### config.mk
export PLATFORM = sky130hd
export DESIGN_NAME = serial_port_control_flags
export DESIGN_NICKNAME = d
export VERILOG_FILES = /design/src/core/serial_port_control_flags.v /design/src/core/serial_tx_shift.v /design/src/core/serial_rx_shift.v
export VERILOG_INCLUDE_DIRS = /design/src /design/src/inc
export SDC_FILE = /design/constraint.sdc
export NUM_CORES = 1
export LEC_CHECK = 0
export BUFFER_PORTS_ARGS = -buffer_cell sky130_fd_sc_hd__buf_2
export CORE_MARGIN = 2
export CORE_UTILIZATION = 28
export CTS_BUF_LIST = sky130_fd_sc_hd__clkbuf_8
export DETAILED_ROUTE_END_ITERATION = 8
export GPL_ROUTABILITY_DRIVEN = 0
export HOLD_SLACK_MARGIN = 0.03
export PLACE_DENSITY = 0.55
export SYNTH_ARGS = -nofsm -noshare
export SYNTH_HDL_FRONTEND = slang
export SYNTH_SLANG_ARGS = --single-unit
### constraint.sdc
create_clock -name ref_clk -period 2.9 [get_ports ref_clk]
set_input_delay 0.145 -clock ref_clk [delete_from_list [all_inputs] [get_ports ref_clk]]
set_output_delay 0.145 -clock ref_clk [all_outputs]
set_load 0.02 [all_outputs]
### src/inc/serial_port_regs.vh
// Purpose: Register map, field positions and timing counts of the serial port
// Assumes: APB with 32-bit data, one aligned word per register
// Notes: Offsets are byte addresses
`ifndef SERIAL_PORT_REGS_VH
`define SERIAL_PORT_REGS_VH

`define OFF_SERIAL_PORT_CONTROL 8'h00
`define OFF_SERIAL_BUFFER 8'h04
`define OFF_POWER_CONTROL 8'h08
`define OFF_OWN_ADDR 8'h0c
`define OFF_ADDR_MASK 8'h10
`define OFF_BCAST_ADDR 8'h14
`define OFF_BAUD_RELOAD 8'h18
`define OFF_INT_STATUS 8'h1c
`define OFF_INT_MASK 8'h20

// Control register fields
`define CTL_MODE_LOW_FE 7
`define CTL_MODE_HIGH 6
`define CTL_FILTER 5
`define CTL_RX_ENABLE 4
`define CTL_TX_NINTH 3
`define CTL_RX_NINTH 2
`define CTL_TX_DONE 1
`define CTL_RX_DONE 0

// Power control fields
`define PWR_DOUBLE_RATE 7
`define PWR_FE_ACCESS 6

// Interrupt status fields
`define INT_TX_DONE 0
`define INT_RX_DONE 1
`define INT_FRAME_ERR 2

// Reset values
`define RST_CONTROL 8'h00
`define RST_POWER 8'h00
`define RST_BYTE 8'h00
`define RST_INT 3'h0

// Mode encodings
`define MODE_SHIFT 2'h0
`define MODE_UART8 2'h1
`define MODE_UART9_FIXED 2'h2
`define MODE_UART9_VAR 2'h3

// Timing counts
`define OVERSAMPLE_LAST 4'hf
`define SAMPLE_FIRST 4'h7
`define SAMPLE_SECOND 4'h8
`define SAMPLE_DECIDE 4'h9
`define SHIFT_LAST_BIT 4'h7

`endif

### src/core/serial_port_control_flags.v
// Purpose: Serial port control, flags, address filter and APB registers
// Assumes: APB slave with one wait state; inputs synchronous to ref_clk
// Notes: Shift-register mode drives data on the rxd pin and clock on txd
`timescale 1ns/1ns
`include "serial_port_regs.vh"

module serial_port_control_flags (
	input wire ref_clk,
	input wire nrst,
	input wire psel,
	input wire penable,
	input wire pwrite,
	input wire [7:0] paddr,
	input wire [31:0] pwdata,
	output reg [31:0] prdata,
	output reg pready,
	output reg pslverr,
	input wire rxd_in,
	output reg rxd_out,
	output reg rxd_oe,
	output reg txd_out,
	output reg irq
);
	// Control and power bits, byte registers, interrupt fields, start strobe and tick state
	reg mode_select_low_reg;
	reg mode_select_high_reg;
	reg multiproc_filter_enable_reg;
	reg rx_enable_reg;
	reg tx_ninth_bit_reg;
	reg rx_ninth_bit_reg;
	reg tx_done_flag_reg;
	reg rx_done_flag_reg;
	reg frame_error_flag_reg;
	reg double_rate_select_reg;
	reg frame_error_access_select_reg;
	reg [7:0] serial_buffer_reg;
	reg [7:0] tx_data_reg;
	reg [7:0] own_addr_reg;
	reg [7:0] addr_mask_reg;
	reg [7:0] bcast_addr_reg;
	reg [7:0] baud_reload_reg;
	reg [2:0] int_status_reg;
	reg [2:0] int_mask_reg;
	reg tx_start_reg;
	reg [7:0] baud_cnt_reg;
	reg baud_half_reg;
	reg fixed_div_reg;
	reg tick_reg;

	reg [31:0] rd_data;
	reg rd_hit;
	reg tx_done_next;
	reg rx_done_next;
	reg frame_error_next;
	reg rx_ninth_next;
	reg [2:0] int_status_next;
	reg rx_accept;

	wire [1:0] mode;
	wire access;
	wire wr_en;
	wire rd_en;
	wire tx_busy;
	wire tx_done_pulse;
	wire tx_ser;
	wire tx_sclk;
	wire rx_done_pulse;
	wire [7:0] rx_byte;
	wire rx_ninth;
	wire rx_stop_ok;
	wire rx_sclk;
	wire addr_match;
	wire reload_hit;

	assign mode = {mode_select_low_reg, mode_select_high_reg};
	assign access = psel & penable & pready;
	assign wr_en = access & pwrite;
	assign rd_en = access & ~pwrite;

	// Address filter with don't-care mask
	assign addr_match = (((rx_byte ^ own_addr_reg) & ~addr_mask_reg) == 8'h00) ||
		(((rx_byte ^ bcast_addr_reg) & ~addr_mask_reg) == 8'h00);

	// Oversample tick: fixed rate from ref_clk, variable rate from reload counter
	assign reload_hit = (baud_cnt_reg == 8'hff);

	always @(posedge ref_clk or negedge nrst) begin
		if (!nrst) begin
			baud_cnt_reg <= 8'h00;
			baud_half_reg <= 1'b0;
			fixed_div_reg <= 1'b0;
			tick_reg <= 1'b0;
		end else begin
			fixed_div_reg <= ~fixed_div_reg;
			baud_cnt_reg <= reload_hit ? baud_reload_reg : baud_cnt_reg + 8'h01;
			if (reload_hit)
				baud_half_reg <= ~baud_half_reg;
			case (mode)
				`MODE_UART9_FIXED: tick_reg <= double_rate_select_reg | fixed_div_reg;
				`MODE_UART8, `MODE_UART9_VAR:
					tick_reg <= reload_hit & (double_rate_select_reg | baud_half_reg);
				default: tick_reg <= 1'b0;
			endcase
		end
	end

	serial_tx_shift u_tx (
		.ref_clk(ref_clk),
		.nrst(nrst),
		.mode(mode),
		.tick(tick_reg),
		.start(tx_start_reg),
		.data(tx_data_reg),
		.ninth(tx_ninth_bit_reg),
		.busy(tx_busy),
		.done(tx_done_pulse),
		.ser_out(tx_ser),
		.sclk(tx_sclk)
	);

	serial_rx_shift u_rx (
		.ref_clk(ref_clk),
		.nrst(nrst),
		.mode(mode),
		.tick(tick_reg),
		.enable(rx_enable_reg),
		.start_shift(~rx_done_flag_reg & ~tx_busy),
		.rx_in(rxd_in),
		.busy(),
		.done(rx_done_pulse),
		.data(rx_byte),
		.ninth(rx_ninth),
		.stop_ok(rx_stop_ok),
		.sclk(rx_sclk)
	);

	// Receive acceptance and flag updates; hardware set wins over software write
	always @* begin
		rx_accept = 1'b0;
		rx_ninth_next = rx_ninth_bit_reg;
		frame_error_next = frame_error_flag_reg;
		if (wr_en && paddr == `OFF_SERIAL_PORT_CONTROL) begin
			rx_ninth_next = pwdata[`CTL_RX_NINTH];
			if (frame_error_access_select_reg)
				frame_error_next = pwdata[`CTL_MODE_LOW_FE];
		end
		if (rx_done_pulse) begin
			case (mode)
				`MODE_SHIFT: rx_accept = 1'b1;
				`MODE_UART8: begin
					rx_accept = ~multiproc_filter_enable_reg |
						(rx_stop_ok & addr_match);
					if (!multiproc_filter_enable_reg)
						rx_ninth_next = rx_stop_ok;
				end
				default: begin
					rx_accept = ~multiproc_filter_enable_reg |
						(rx_ninth & addr_match);
					rx_ninth_next = rx_ninth;
				end
			endcase
			if (mode != `MODE_SHIFT && !rx_stop_ok)
				frame_error_next = 1'b1;
		end
		tx_done_next = tx_done_flag_reg;
		rx_done_next = rx_done_flag_reg;
		if (wr_en && paddr == `OFF_SERIAL_PORT_CONTROL) begin
			tx_done_next = pwdata[`CTL_TX_DONE];
			rx_done_next = pwdata[`CTL_RX_DONE];
		end
		if (tx_done_pulse)
			tx_done_next = 1'b1;
		if (rx_accept)
			rx_done_next = 1'b1;
		int_status_next = int_status_reg;
		if (rd_en && paddr == `OFF_INT_STATUS)
			int_status_next = `RST_INT;
		if (tx_done_pulse)
			int_status_next[`INT_TX_DONE] = 1'b1;
		if (rx_accept)
			int_status_next[`INT_RX_DONE] = 1'b1;
		if (rx_done_pulse && mode != `MODE_SHIFT && !rx_stop_ok)
			int_status_next[`INT_FRAME_ERR] = 1'b1;
	end

	// Read mux
	always @* begin
		rd_data = 32'h00000000;
		rd_hit = 1'b1;
		case (paddr)
			`OFF_SERIAL_PORT_CONTROL: rd_data[7:0] = {
				frame_error_access_select_reg ? frame_error_flag_reg :
					mode_select_low_reg,
				mode_select_high_reg, multiproc_filter_enable_reg, rx_enable_reg,
				tx_ninth_bit_reg, rx_ninth_bit_reg, tx_done_flag_reg, rx_done_flag_reg};
			`OFF_SERIAL_BUFFER: rd_data[7:0] = serial_buffer_reg;
			`OFF_POWER_CONTROL: rd_data[7:0] = {double_rate_select_reg,
				frame_error_access_select_reg, 6'h00};
			`OFF_OWN_ADDR: rd_data[7:0] = own_addr_reg;
			`OFF_ADDR_MASK: rd_data[7:0] = addr_mask_reg;
			`OFF_BCAST_ADDR: rd_data[7:0] = bcast_addr_reg;
			`OFF_BAUD_RELOAD: rd_data[7:0] = baud_reload_reg;
			`OFF_INT_STATUS: rd_data[2:0] = int_status_reg;
			`OFF_INT_MASK: rd_data[2:0] = int_mask_reg;
			default: rd_hit = 1'b0;
		endcase
	end

	// APB answer: pready rises in the second access cycle
	always @(posedge ref_clk or negedge nrst) begin
		if (!nrst) begin
			pready <= 1'b0;
			pslverr <= 1'b0;
			prdata <= 32'h00000000;
		end else begin
			pready <= psel & penable & ~pready;
			pslverr <= psel & penable & ~pready & ~rd_hit;
			if (psel && penable && !pready && !pwrite)
				prdata <= rd_data;
			else if (access)
				prdata <= 32'h00000000;
		end
	end

	// Register file
	always @(posedge ref_clk or negedge nrst) begin
		if (!nrst) begin
			mode_select_low_reg <= 1'b0;
			mode_select_high_reg <= 1'b0;
			multiproc_filter_enable_reg <= 1'b0;
			rx_enable_reg <= 1'b0;
			tx_ninth_bit_reg <= 1'b0;
			rx_ninth_bit_reg <= 1'b0;
			tx_done_flag_reg <= 1'b0;
			rx_done_flag_reg <= 1'b0;
			frame_error_flag_reg <= 1'b0;
			double_rate_select_reg <= 1'b0;
			frame_error_access_select_reg <= 1'b0;
			serial_buffer_reg <= `RST_BYTE;
			tx_data_reg <= `RST_BYTE;
			own_addr_reg <= `RST_BYTE;
			addr_mask_reg <= `RST_BYTE;
			bcast_addr_reg <= `RST_BYTE;
			baud_reload_reg <= `RST_BYTE;
			int_status_reg <= `RST_INT;
			int_mask_reg <= `RST_INT;
			tx_start_reg <= 1'b0;
			irq <= 1'b0;
		end else begin
			tx_start_reg <= 1'b0;
			tx_done_flag_reg <= tx_done_next;
			rx_done_flag_reg <= rx_done_next;
			rx_ninth_bit_reg <= rx_ninth_next;
			frame_error_flag_reg <= frame_error_next;
			int_status_reg <= int_status_next;
			irq <= |(int_status_next & int_mask_reg);
			if (rx_accept)
				serial_buffer_reg <= rx_byte;
			if (wr_en) begin
				case (paddr)
					`OFF_SERIAL_PORT_CONTROL: begin
						if (!frame_error_access_select_reg)
							mode_select_low_reg <= pwdata[`CTL_MODE_LOW_FE];
						mode_select_high_reg <= pwdata[`CTL_MODE_HIGH];
						multiproc_filter_enable_reg <= pwdata[`CTL_FILTER];
						rx_enable_reg <= pwdata[`CTL_RX_ENABLE];
						tx_ninth_bit_reg <= pwdata[`CTL_TX_NINTH];
					end
					`OFF_SERIAL_BUFFER: begin
						tx_data_reg <= pwdata[7:0];
						tx_start_reg <= ~tx_busy;
					end
					`OFF_POWER_CONTROL: begin
						double_rate_select_reg <= pwdata[`PWR_DOUBLE_RATE];
						frame_error_access_select_reg <= pwdata[`PWR_FE_ACCESS];
					end
					`OFF_OWN_ADDR: own_addr_reg <= pwdata[7:0];
					`OFF_ADDR_MASK: addr_mask_reg <= pwdata[7:0];
					`OFF_BCAST_ADDR: bcast_addr_reg <= pwdata[7:0];
					`OFF_BAUD_RELOAD: baud_reload_reg <= pwdata[7:0];
					`OFF_INT_MASK: int_mask_reg <= pwdata[2:0];
					default: tx_start_reg <= 1'b0;
				endcase
			end
		end
	end

	// Pin drive: shift mode uses rxd for data and txd for the shift clock
	always @(posedge ref_clk or negedge nrst) begin
		if (!nrst) begin
			rxd_out <= 1'b1;
			rxd_oe <= 1'b0;
			txd_out <= 1'b1;
		end else if (mode == `MODE_SHIFT) begin
			rxd_out <= tx_ser;
			// Keep last bit driven through its rising shift clock
			rxd_oe <= tx_busy | (rxd_oe & ~txd_out);
			txd_out <= tx_sclk & rx_sclk;
		end else begin
			rxd_out <= 1'b1;
			rxd_oe <= 1'b0;
			txd_out <= tx_ser;
		end
	end
endmodule // serial_port_control_flags

### src/core/serial_tx_shift.v
// Purpose: Transmit shifter for shift-register and UART frames
// Assumes: tick is the 16x oversample strobe in UART modes
// Notes: In shift-register mode one bit takes two clocks
`timescale 1ns/1ns
`include "serial_port_regs.vh"

module serial_tx_shift (
	input wire ref_clk,
	input wire nrst,
	input wire [1:0] mode,
	input wire tick,
	input wire start,
	input wire [7:0] data,
	input wire ninth,
	output reg busy,
	output reg done,
	output reg ser_out,
	output reg sclk
);
	reg [10:0] frm;
	reg [3:0] bitn;
	reg [3:0] tk;
	reg ph;
	wire nine_bit;
	wire [3:0] stop_idx;

	assign nine_bit = mode[1];
	assign stop_idx = nine_bit ? 4'ha : 4'h9;

	always @(posedge ref_clk or negedge nrst) begin
		if (!nrst) begin
			busy <= 1'b0;
			done <= 1'b0;
			ser_out <= 1'b1;
			sclk <= 1'b1;
			frm <= 11'h7ff;
			bitn <= 4'h0;
			tk <= 4'h0;
			ph <= 1'b0;
		end else begin
			done <= 1'b0;
			if (!busy) begin
				ser_out <= 1'b1;
				sclk <= 1'b1;
				if (start) begin
					busy <= 1'b1;
					bitn <= 4'h0;
					tk <= 4'h0;
					ph <= 1'b0;
					if (mode == `MODE_SHIFT)
						frm <= {3'h7, data};
					else if (nine_bit)
						frm <= {1'b1, ninth, data, 1'b0};
					else
						frm <= {2'h3, data, 1'b0};
				end
			end else if (mode == `MODE_SHIFT) begin
				ph <= ~ph;
				if (!ph) begin
					sclk <= 1'b0;
					ser_out <= frm[bitn];
				end else begin
					sclk <= 1'b1;
					if (bitn == `SHIFT_LAST_BIT) begin
						busy <= 1'b0;
						done <= 1'b1;
					end else
						bitn <= bitn + 4'h1;
				end
			end else begin
				ser_out <= frm[bitn];
				if (tick) begin
					tk <= tk + 4'h1;
					if (tk == `OVERSAMPLE_LAST) begin
						if (bitn == stop_idx)
							busy <= 1'b0;
						else begin
							bitn <= bitn + 4'h1;
							if (bitn + 4'h1 == stop_idx)
								done <= 1'b1;
						end
					end
				end
			end
		end
	end
endmodule // serial_tx_shift

### src/core/serial_rx_shift.v
// Purpose: Receive shifter for shift-register and UART frames
// Assumes: tick is the 16x oversample strobe in UART modes
// Notes: Majority of three samples decides each UART bit
`timescale 1ns/1ns
`include "serial_port_regs.vh"

module serial_rx_shift (
	input wire ref_clk,
	input wire nrst,
	input wire [1:0] mode,
	input wire tick,
	input wire enable,
	input wire start_shift,
	input wire rx_in,
	output reg busy,
	output reg done,
	output reg [7:0] data,
	output reg ninth,
	output reg stop_ok,
	output reg sclk
);
	reg [7:0] sh;
	reg [3:0] bitn;
	reg [3:0] tk;
	reg [1:0] smp;
	reg ph;
	reg rx_prev;
	wire vote;
	wire [3:0] stop_idx;

	assign vote = (smp[1] & smp[0]) | (smp[1] & rx_in) | (smp[0] & rx_in);
	assign stop_idx = mode[1] ? 4'ha : 4'h9;

	always @(posedge ref_clk or negedge nrst) begin
		if (!nrst) begin
			busy <= 1'b0;
			done <= 1'b0;
			data <= 8'h00;
			ninth <= 1'b0;
			stop_ok <= 1'b0;
			sclk <= 1'b1;
			sh <= 8'h00;
			bitn <= 4'h0;
			tk <= 4'h0;
			smp <= 2'h0;
			ph <= 1'b0;
			rx_prev <= 1'b1;
		end else begin
			done <= 1'b0;
			rx_prev <= rx_in;
			if (!busy) begin
				sclk <= 1'b1;
				bitn <= 4'h0;
				tk <= 4'h0;
				ph <= 1'b0;
				if (mode == `MODE_SHIFT) begin
					if (start_shift && enable)
						busy <= 1'b1;
				end else if (enable && rx_prev && !rx_in)
					busy <= 1'b1;
			end else if (mode == `MODE_SHIFT) begin
				ph <= ~ph;
				if (!ph)
					sclk <= 1'b0;
				else begin
					sclk <= 1'b1;
					sh <= {rx_in, sh[7:1]};
					if (bitn == `SHIFT_LAST_BIT) begin
						busy <= 1'b0;
						done <= 1'b1;
						data <= {rx_in, sh[7:1]};
					end else
						bitn <= bitn + 4'h1;
				end
			end else if (tick) begin
				tk <= tk + 4'h1;
				if (tk == `SAMPLE_FIRST)
					smp[1] <= rx_in;
				if (tk == `SAMPLE_SECOND)
					smp[0] <= rx_in;
				if (tk == `SAMPLE_DECIDE) begin
					if (bitn == 4'h0 && vote)
						busy <= 1'b0;
					else if (bitn == stop_idx) begin
						busy <= 1'b0;
						done <= 1'b1;
						stop_ok <= vote;
						data <= sh;
					end else if (bitn == 4'h9)
						ninth <= vote;
					else if (bitn != 4'h0)
						sh <= {vote, sh[7:1]};
				end
				if (tk == `OVERSAMPLE_LAST)
					bitn <= bitn + 4'h1;
			end
		end
	end
endmodule // serial_rx_shift

# Word level (Yosys, flattened, before mapping)
# Index checks and enable logic that the tools add are counted.
# Widths: inputs -> output; s select.
word_totals:
  ff_bits: 172
op_classes:
  magnitude_cmp: 1
  reduce_logical: 56
  n_bitwise: 43
  n_mux: 120
  addsub: 5
  eq_ne: 44
op_table:
  columns: ["operator", "count"]
  rows:
  - ["$mux 8", 16]
  - ["$mux 4", 20]
  - ["$mux 1", 72]
  - ["$mux 32", 2]
  - ["$pmux 5 s7", 1]
  - ["$eq 8x5->1 const B", 4]
  - ["$ne 3x3->1 const B", 10]
  - ["$logic_not 8->1", 3]
  - ["$pmux 3 s8", 1]
  - ["$reduce_and 2->1", 11]
  - ["$eq 4x4->1 const B", 5]
  - ["$ne 2x2->1 const B", 9]
  - ["$reduce_bool 2->1", 9]
  - ["$add 4x1->4 const B", 4]
  - ["$and 8x8->8", 2]
  - ["$eq 8x4->1 const B", 2]
  - ["$xor 8x8->8", 2]
  - ["$and 1x1->1", 15]
  - ["$not 1->1", 15]
  - ["$reduce_and 7->1", 2]
  - ["$eq 4x3->1 const B", 3]
  - ["$eq 4x4->1", 3]
  - ["$logic_and 1x1->1", 12]
  - ["$reduce_and 4->1", 3]
  - ["28 further kinds", 43]

# Longest topological paths before layout
depth:
  ltp_word: 11
  mapped_depth: 8
  ltp_nobuf: 6

# Modules after synthesis
# From an unflattened synthesis, not the netlist that was laid out.
hier_totals:
  hier_cells: 744
  hier_area_um2: 7968.9
by_module_without_submodules:
  columns: ["module", "seq_area_each_um2", "area_per_inst_um2", "cells_per_inst", "instances"]
  rows:
  - ["serial_port_control_flags", 2279.7, 4882.2, 463, 1]
  - ["serial_rx_shift", 828.3, 1734.2, 142, 1]
  - ["serial_tx_shift", 590.6, 1352.5, 139, 1]

# Worst setup path before layout
# OpenSTA, ideal clock, no wires.
synth_path:
  path_type: "input port to flip-flop"
  startpoint: "in paddr[5]"
  endpoint: "reg irq"
  required_time_ps: 2766
  path_buffers: 1
  setup_time_ps: 134
  stages: 6
  arrival_ps: 1914
  path_slack_ps: 851
  path_cell_list: "buf_6 > or4b_4 > or4_4 > a21o_1 > a222oi_1 > o21ai_1"
synth_via:
  elab_chain_cells: 6
synth_rtl:
  columns: ["item", "line", "rtl"]
  rows:
  - ["start, declared", "serial_port_control_flags.v:13", "input wire [7:0] paddr,"]
  - ["$eq 8x5->1", null, null]
  - ["$logic_and 1x1->1 (no source line)", null, null]
  - ["$mux 3", "serial_port_control_flags.v:176", "if (rd_en && paddr == `OFF_INT_STATUS)"]
  - ["$mux 1", "serial_port_control_flags.v:182", "if (rx_done_pulse && mode != `MODE_SHIFT && !rx_stop_ok)"]
  - ["named net int_status_next[2]", "serial_port_control_flags.v:56", "reg [2:0] int_status_next;"]
  - ["$and 3x3->3", "serial_port_control_flags.v:256", "irq <= |(int_status_next & int_mask_reg);"]
  - ["$reduce_or 3->1", "serial_port_control_flags.v:256", null]
  - ["end signal, assigned", "serial_port_control_flags.v:256", null]
  - ["end, declared", "serial_port_control_flags.v:22", "output reg irq"]
# The timed path passes the listed nets, and every way through them passes these cells.
# A chain may end at the register's enable or synchronous reset.

# Worst setup path in the final report
layout_path:
  startpoint: "reg mode_select_low_reg"
  endpoint: "reg u_tx.bitn[0]"
layout_via:
  elab_chain_cells: 4
layout_rtl:
  columns: ["item", "line", "rtl"]
  rows:
  - ["start, declared", "serial_port_control_flags.v:25", "reg mode_select_low_reg;"]
  - ["start signal, assigned", "serial_port_control_flags.v:263", "mode_select_low_reg <= pwdata[`CTL_MODE_LOW_FE];"]
  - ["$mux 2", "serial_tx_shift.v:28", "assign stop_idx = nine_bit ? 4'ha : 4'h9;"]
  - ["$eq 4x4->1", "serial_tx_shift.v:75", "if (bitn == stop_idx)"]
  - ["$ne 3x3->1 (no source line)", null, null]
  - ["$reduce_and 6->1 (no source line)", null, null]
  - ["end signal, assigned", "serial_tx_shift.v:68", "bitn <= bitn + 4'h1;"]
  - ["end signal, assigned", "serial_tx_shift.v:78", "bitn <= bitn + 4'h1;"]
  - ["end, declared", "serial_tx_shift.v:21", "reg [3:0] bitn;"]
# Parallel ways exist; a longest one is shown, timed or not.

==> implementation parameters <==
Parameter                              Value

Outcome
  Run status ... finished, final reports clean

Worst setup path
  Number of cell instances on the worst register-to-register path ... 5
  Endpoint of the most critical register-to-register path ... u_tx.bitn[0]$_DFFE_PN0P_
  Delay of the slowest cell on the worst path ... 730 ps
  Critical Path Fanout Max ... 12
  Element type at the critical path end ... flip-flop
  Worst Setup Start Kind ... flip-flop
  Buffers plus inverters on the worst setup path ... 1
  Worst path top cell family by delay ... compound AO/OA/AOI/OAI gates
  Classification of the worst setup path ... flip-flop to flip-flop
  Endpoint arrival time on the critical path ... 2640 ps
  Cells along the critical path ... buf_4, or3b_2, a21oi_1, o31ai_1, mux2_2
  Launch point of the worst reg-to-reg path ... mode_select_low_reg$_DFFE_PN0P_
  Cell at the slowest stage of the critical path ... o31ai_1
  Reg2Reg Setup Slack ... 610 ps
  CP required ... 3250 ps

Finish
  Largest register FFs ... 10
  Final-stage net count ... 856
  Share of the core filled with cells in the final layout ... 32.3%
  Final cell count without fillers ... 1192
  Most flop-heavy register ... u_tx.frm
  Number of diodes ... 0
  Layout area overhead ... 14.1%
  Summed area of non-filler cells in the final layout ... 8920 µm²
  FILL cells ... 2867
  Share of post-route cells with drive strength above 1 ... 22.9%

Hold path
  Hold path startpoint ... psel
  Instance count along the most critical hold path ... 3
  Worst min-delay path endpoint ... pslverr$_DFF_PN0_
  Worst min-delay path category ... primary input to flip-flop

Clock network
  CTS tree ... yes
  CTS resizes ... 0
  Num Clock Sinks ... 147
  Maximum buffer depth of the clock tree ... 2
  Worst-path clk slew ... 90 ps
  Root cell of the clock tree ... clkbuf_8
  Number of hold buffers added after cts ... 7
  Number of buffers created by CTS ... 17
  Skew-Pair Late Insertion Delay ... 460 ps
  H-Tree Level Count ... 4
  Total setup buffers inserted after CTS ... 0

Yosys
  Register bit count reported by yosys ... 147
  Post-synth top area share ... 42.0%
  Mean Syn Cell Area ... 10.3 µm²
  Syn. warnings ... 0
  Cell type with the highest aggregate area in the netlist ... dfrtp_1
  Netlist Area Pre-Place ... 7810 µm²
  Top FF cell, synth ... dfrtp_1
  Proportion of synthesized flip-flops having asynchronous set or reset ... 100%
  Post-synthesis instance total ... 758
  Largest cells by area after synthesis ... dfrtp_1 42%, mux2_2 11%, dfstp_2 5.4%
  Number of distinct library cell variants in the gate-level netlist after synthesis ... 64
  Number of flops mapped to enable cells by yosys ... 0
  Sequential share of the synthesized area ... 47.3%

Power
  Portion of total power attributed to combinational logic ... 4.7%
  Clock share of power ... 45.6%
  Leakage power ... 3.97 nW
  Total power density per cell area ... 466 nW/µm²
  Portion of total power attributed to sequential cells ... 49.7%
  Largest vdd supply drop ... 0.000301 V
  Total net switching power ... 0.977 mW
  Switch share ... 23.5%
  PnR Total Power ... 4.16 mW
  Cell internal power dissipation ... 3.18 mW

Global routing
  Global route total overflow ... 0
  Number of global-route vias before repair ... 5662
  Largest net degree at the start of global routing ... 84
  GR Util All Layers ... 14.2%
  Antenna violations before repair ... 0
  Wire length of the first global-routing pass ... 31900 µm

Timing
  Transition at the pin with the smallest max-transition slack ... 849 ps
  Final Hold Slack ... 45.8 ps
  Final critical-path required period ... 2290 ps
  Final setup fails ... 0
  RSZ-0062 raised after global routing ... no
  Final clock skew ... 11.9 ps
  Final cycle utilization of the critical path ... 78.9%
  Max transition margin ... 42.9%
  Number of endpoints with negative hold slack in the final report ... 0
  Summed negative setup slack over all endpoints ... 0 ps
  Final-report max-slew violation count ... 0
  Final critical-path setup slack ... 611 ps
  Fmax ... 0.437 GHz

Drt
  Number of detailed-routing iterations run before antenna repair ... 5
  DRT iter0 DRCs ... 534
  Detailed-route DRC error count ... 0
  Post-route ant nets ... 0
  Routed wire per std cell ... 16.6 µm
  Detailed Route WL ... 19800 µm
  Routed via count ... 5928
  Vias per cell ... 4.97

Placement
  Number of instances in the placed design ... 1153
  Dpl ws ... 657 ps
  DPL Wire Length ... 14300 µm
  Port buffer count ... 35
  Area after DPL ... 8380 µm²

Floorplan
  Area inside the core boundary ... 27600 µm²
  I/O pins ... 84
  Chip Height ... 171 µm
  Site Rows ... 61
  Die Footprint ... 29300 µm²
  Die W ... 171 µm
  Initial Utilization ... 28.3%

Job
  Reported max-cap violation count ... 0
==> area by class of cell <==
cell class | instances | area, µm² | area share [%]
clock buffers | 19 | 262 | 2.93
clock inverters | 13 | 205 | 2.30
flip-flops and latches | 147 | 3700 | 41.5
inverters | 21 | 78.8 | 0.884
well taps | 378 | 473 | 5.30
multi-input cells | 554 | 3800 | 42.6
repair buffers | 60 | 399 | 4.48
==> how the worst max path moves through the flow <==
stage,start,slack (ps),to,cells after the start
2_1_floorplan,paddr[5],850,irq$_DFF_PN0_,6
3_3_place_gp,paddr[4],630,irq$_DFF_PN0_,6
3_5_place_dp,paddr[4],660,irq$_DFF_PN0_,6
4_1_cts,mode_select_low_reg$_DFFE_PN0P_,640,u_tx.bitn[0]$_DFFE_PN0P_,5
5_1_grt,mode_select_low_reg$_DFFE_PN0P_,560,u_tx.bitn[0]$_DFFE_PN0P_,5
6_report,mode_select_low_reg$_DFFE_PN0P_,610,u_tx.bitn[0]$_DFFE_PN0P_,5
==> power by group through the flow <==
stage | Clock (mW) | Sequential, mW | Combinational (mW)
final | 1.90 | 2.07 | 0.195
after global placement | 0 | 2.11 | 0.189
after global routing | 2.04 | 2.07 | 0.217
after floorplan | 0 | 2.11 | 0.108
after CTS | 1.93 | 2.07 | 0.197
after detailed placement | 0 | 2.11 | 0.189
==> layer usage <==
metal	track usage, %	wire, µm	vias up
li1	-	-	2771
met1	20.1	9380	2983
met2	21.6	9150	144
met3	2.96	946	30
met4	4.35	357	0
met5	0	0	-
==> cells in the mapped netlist (all sizes together), types with 6 or more instances <==
cell type,count
clkbuf,29
xor2,6
nand2,107
a31oi,11
and2,8
o22ai,13
buf,30
nand2b,6
nand4,19
dfstp,16
nor3,11
mux2i,26
a21oi,15
nand3b,8
xnor2,23
o2bb2ai,10
nand3,28
dfrtp,131
ha,9
mux2,76
o21ai,43
inv,21
nor2,31
==> cells in the final DEF (no fill, tap or decap), drive strengths merged, types with 5 or more instances in the layout <==
master	count
clkbuf	19
mux2i	26
bufinv	5
dlygate4sd3	7
o22ai	13
nand4	19
and3	5
conb	24
o21ai	43
a31oi	11
mux2	76
a21oi	15
mux4	5
nand3	28
nand3b	8
xor2	6
nor2b	5
and2	8
nand2b	6
o2bb2ai	10
ha	9
xnor2	23
nand2	107
inv	26
nor2	31
dfstp	16
dfrtp	131
buf	53
nor4	5
nor3	11
==> cells by family (layout without fill, tap and decap cells) <==
group	after synthesis	count (layout)	synth area share [%]
adder cells (fa/ha/maj)	10	10	1.57
XOR/XNOR	29	29	3.25
other	1	24	0.0480
AO/OA/AOI/OAI	126	126	10.4
AND/OR/NAND/NOR	258	258	16.5
buffers and inverters	80	113	5.11
flip-flops	147	147	47.3
multiplexers	107	107	15.7
==> worst register-to-register path, cell delays in order (launching register included) <==
cell,delay (ps)
dfrtp_1,590
buf_4,240
or3b_2,120
a21oi_1,90
o31ai_1,730
mux2_2,410
Power figures use the tool's default switching activity.
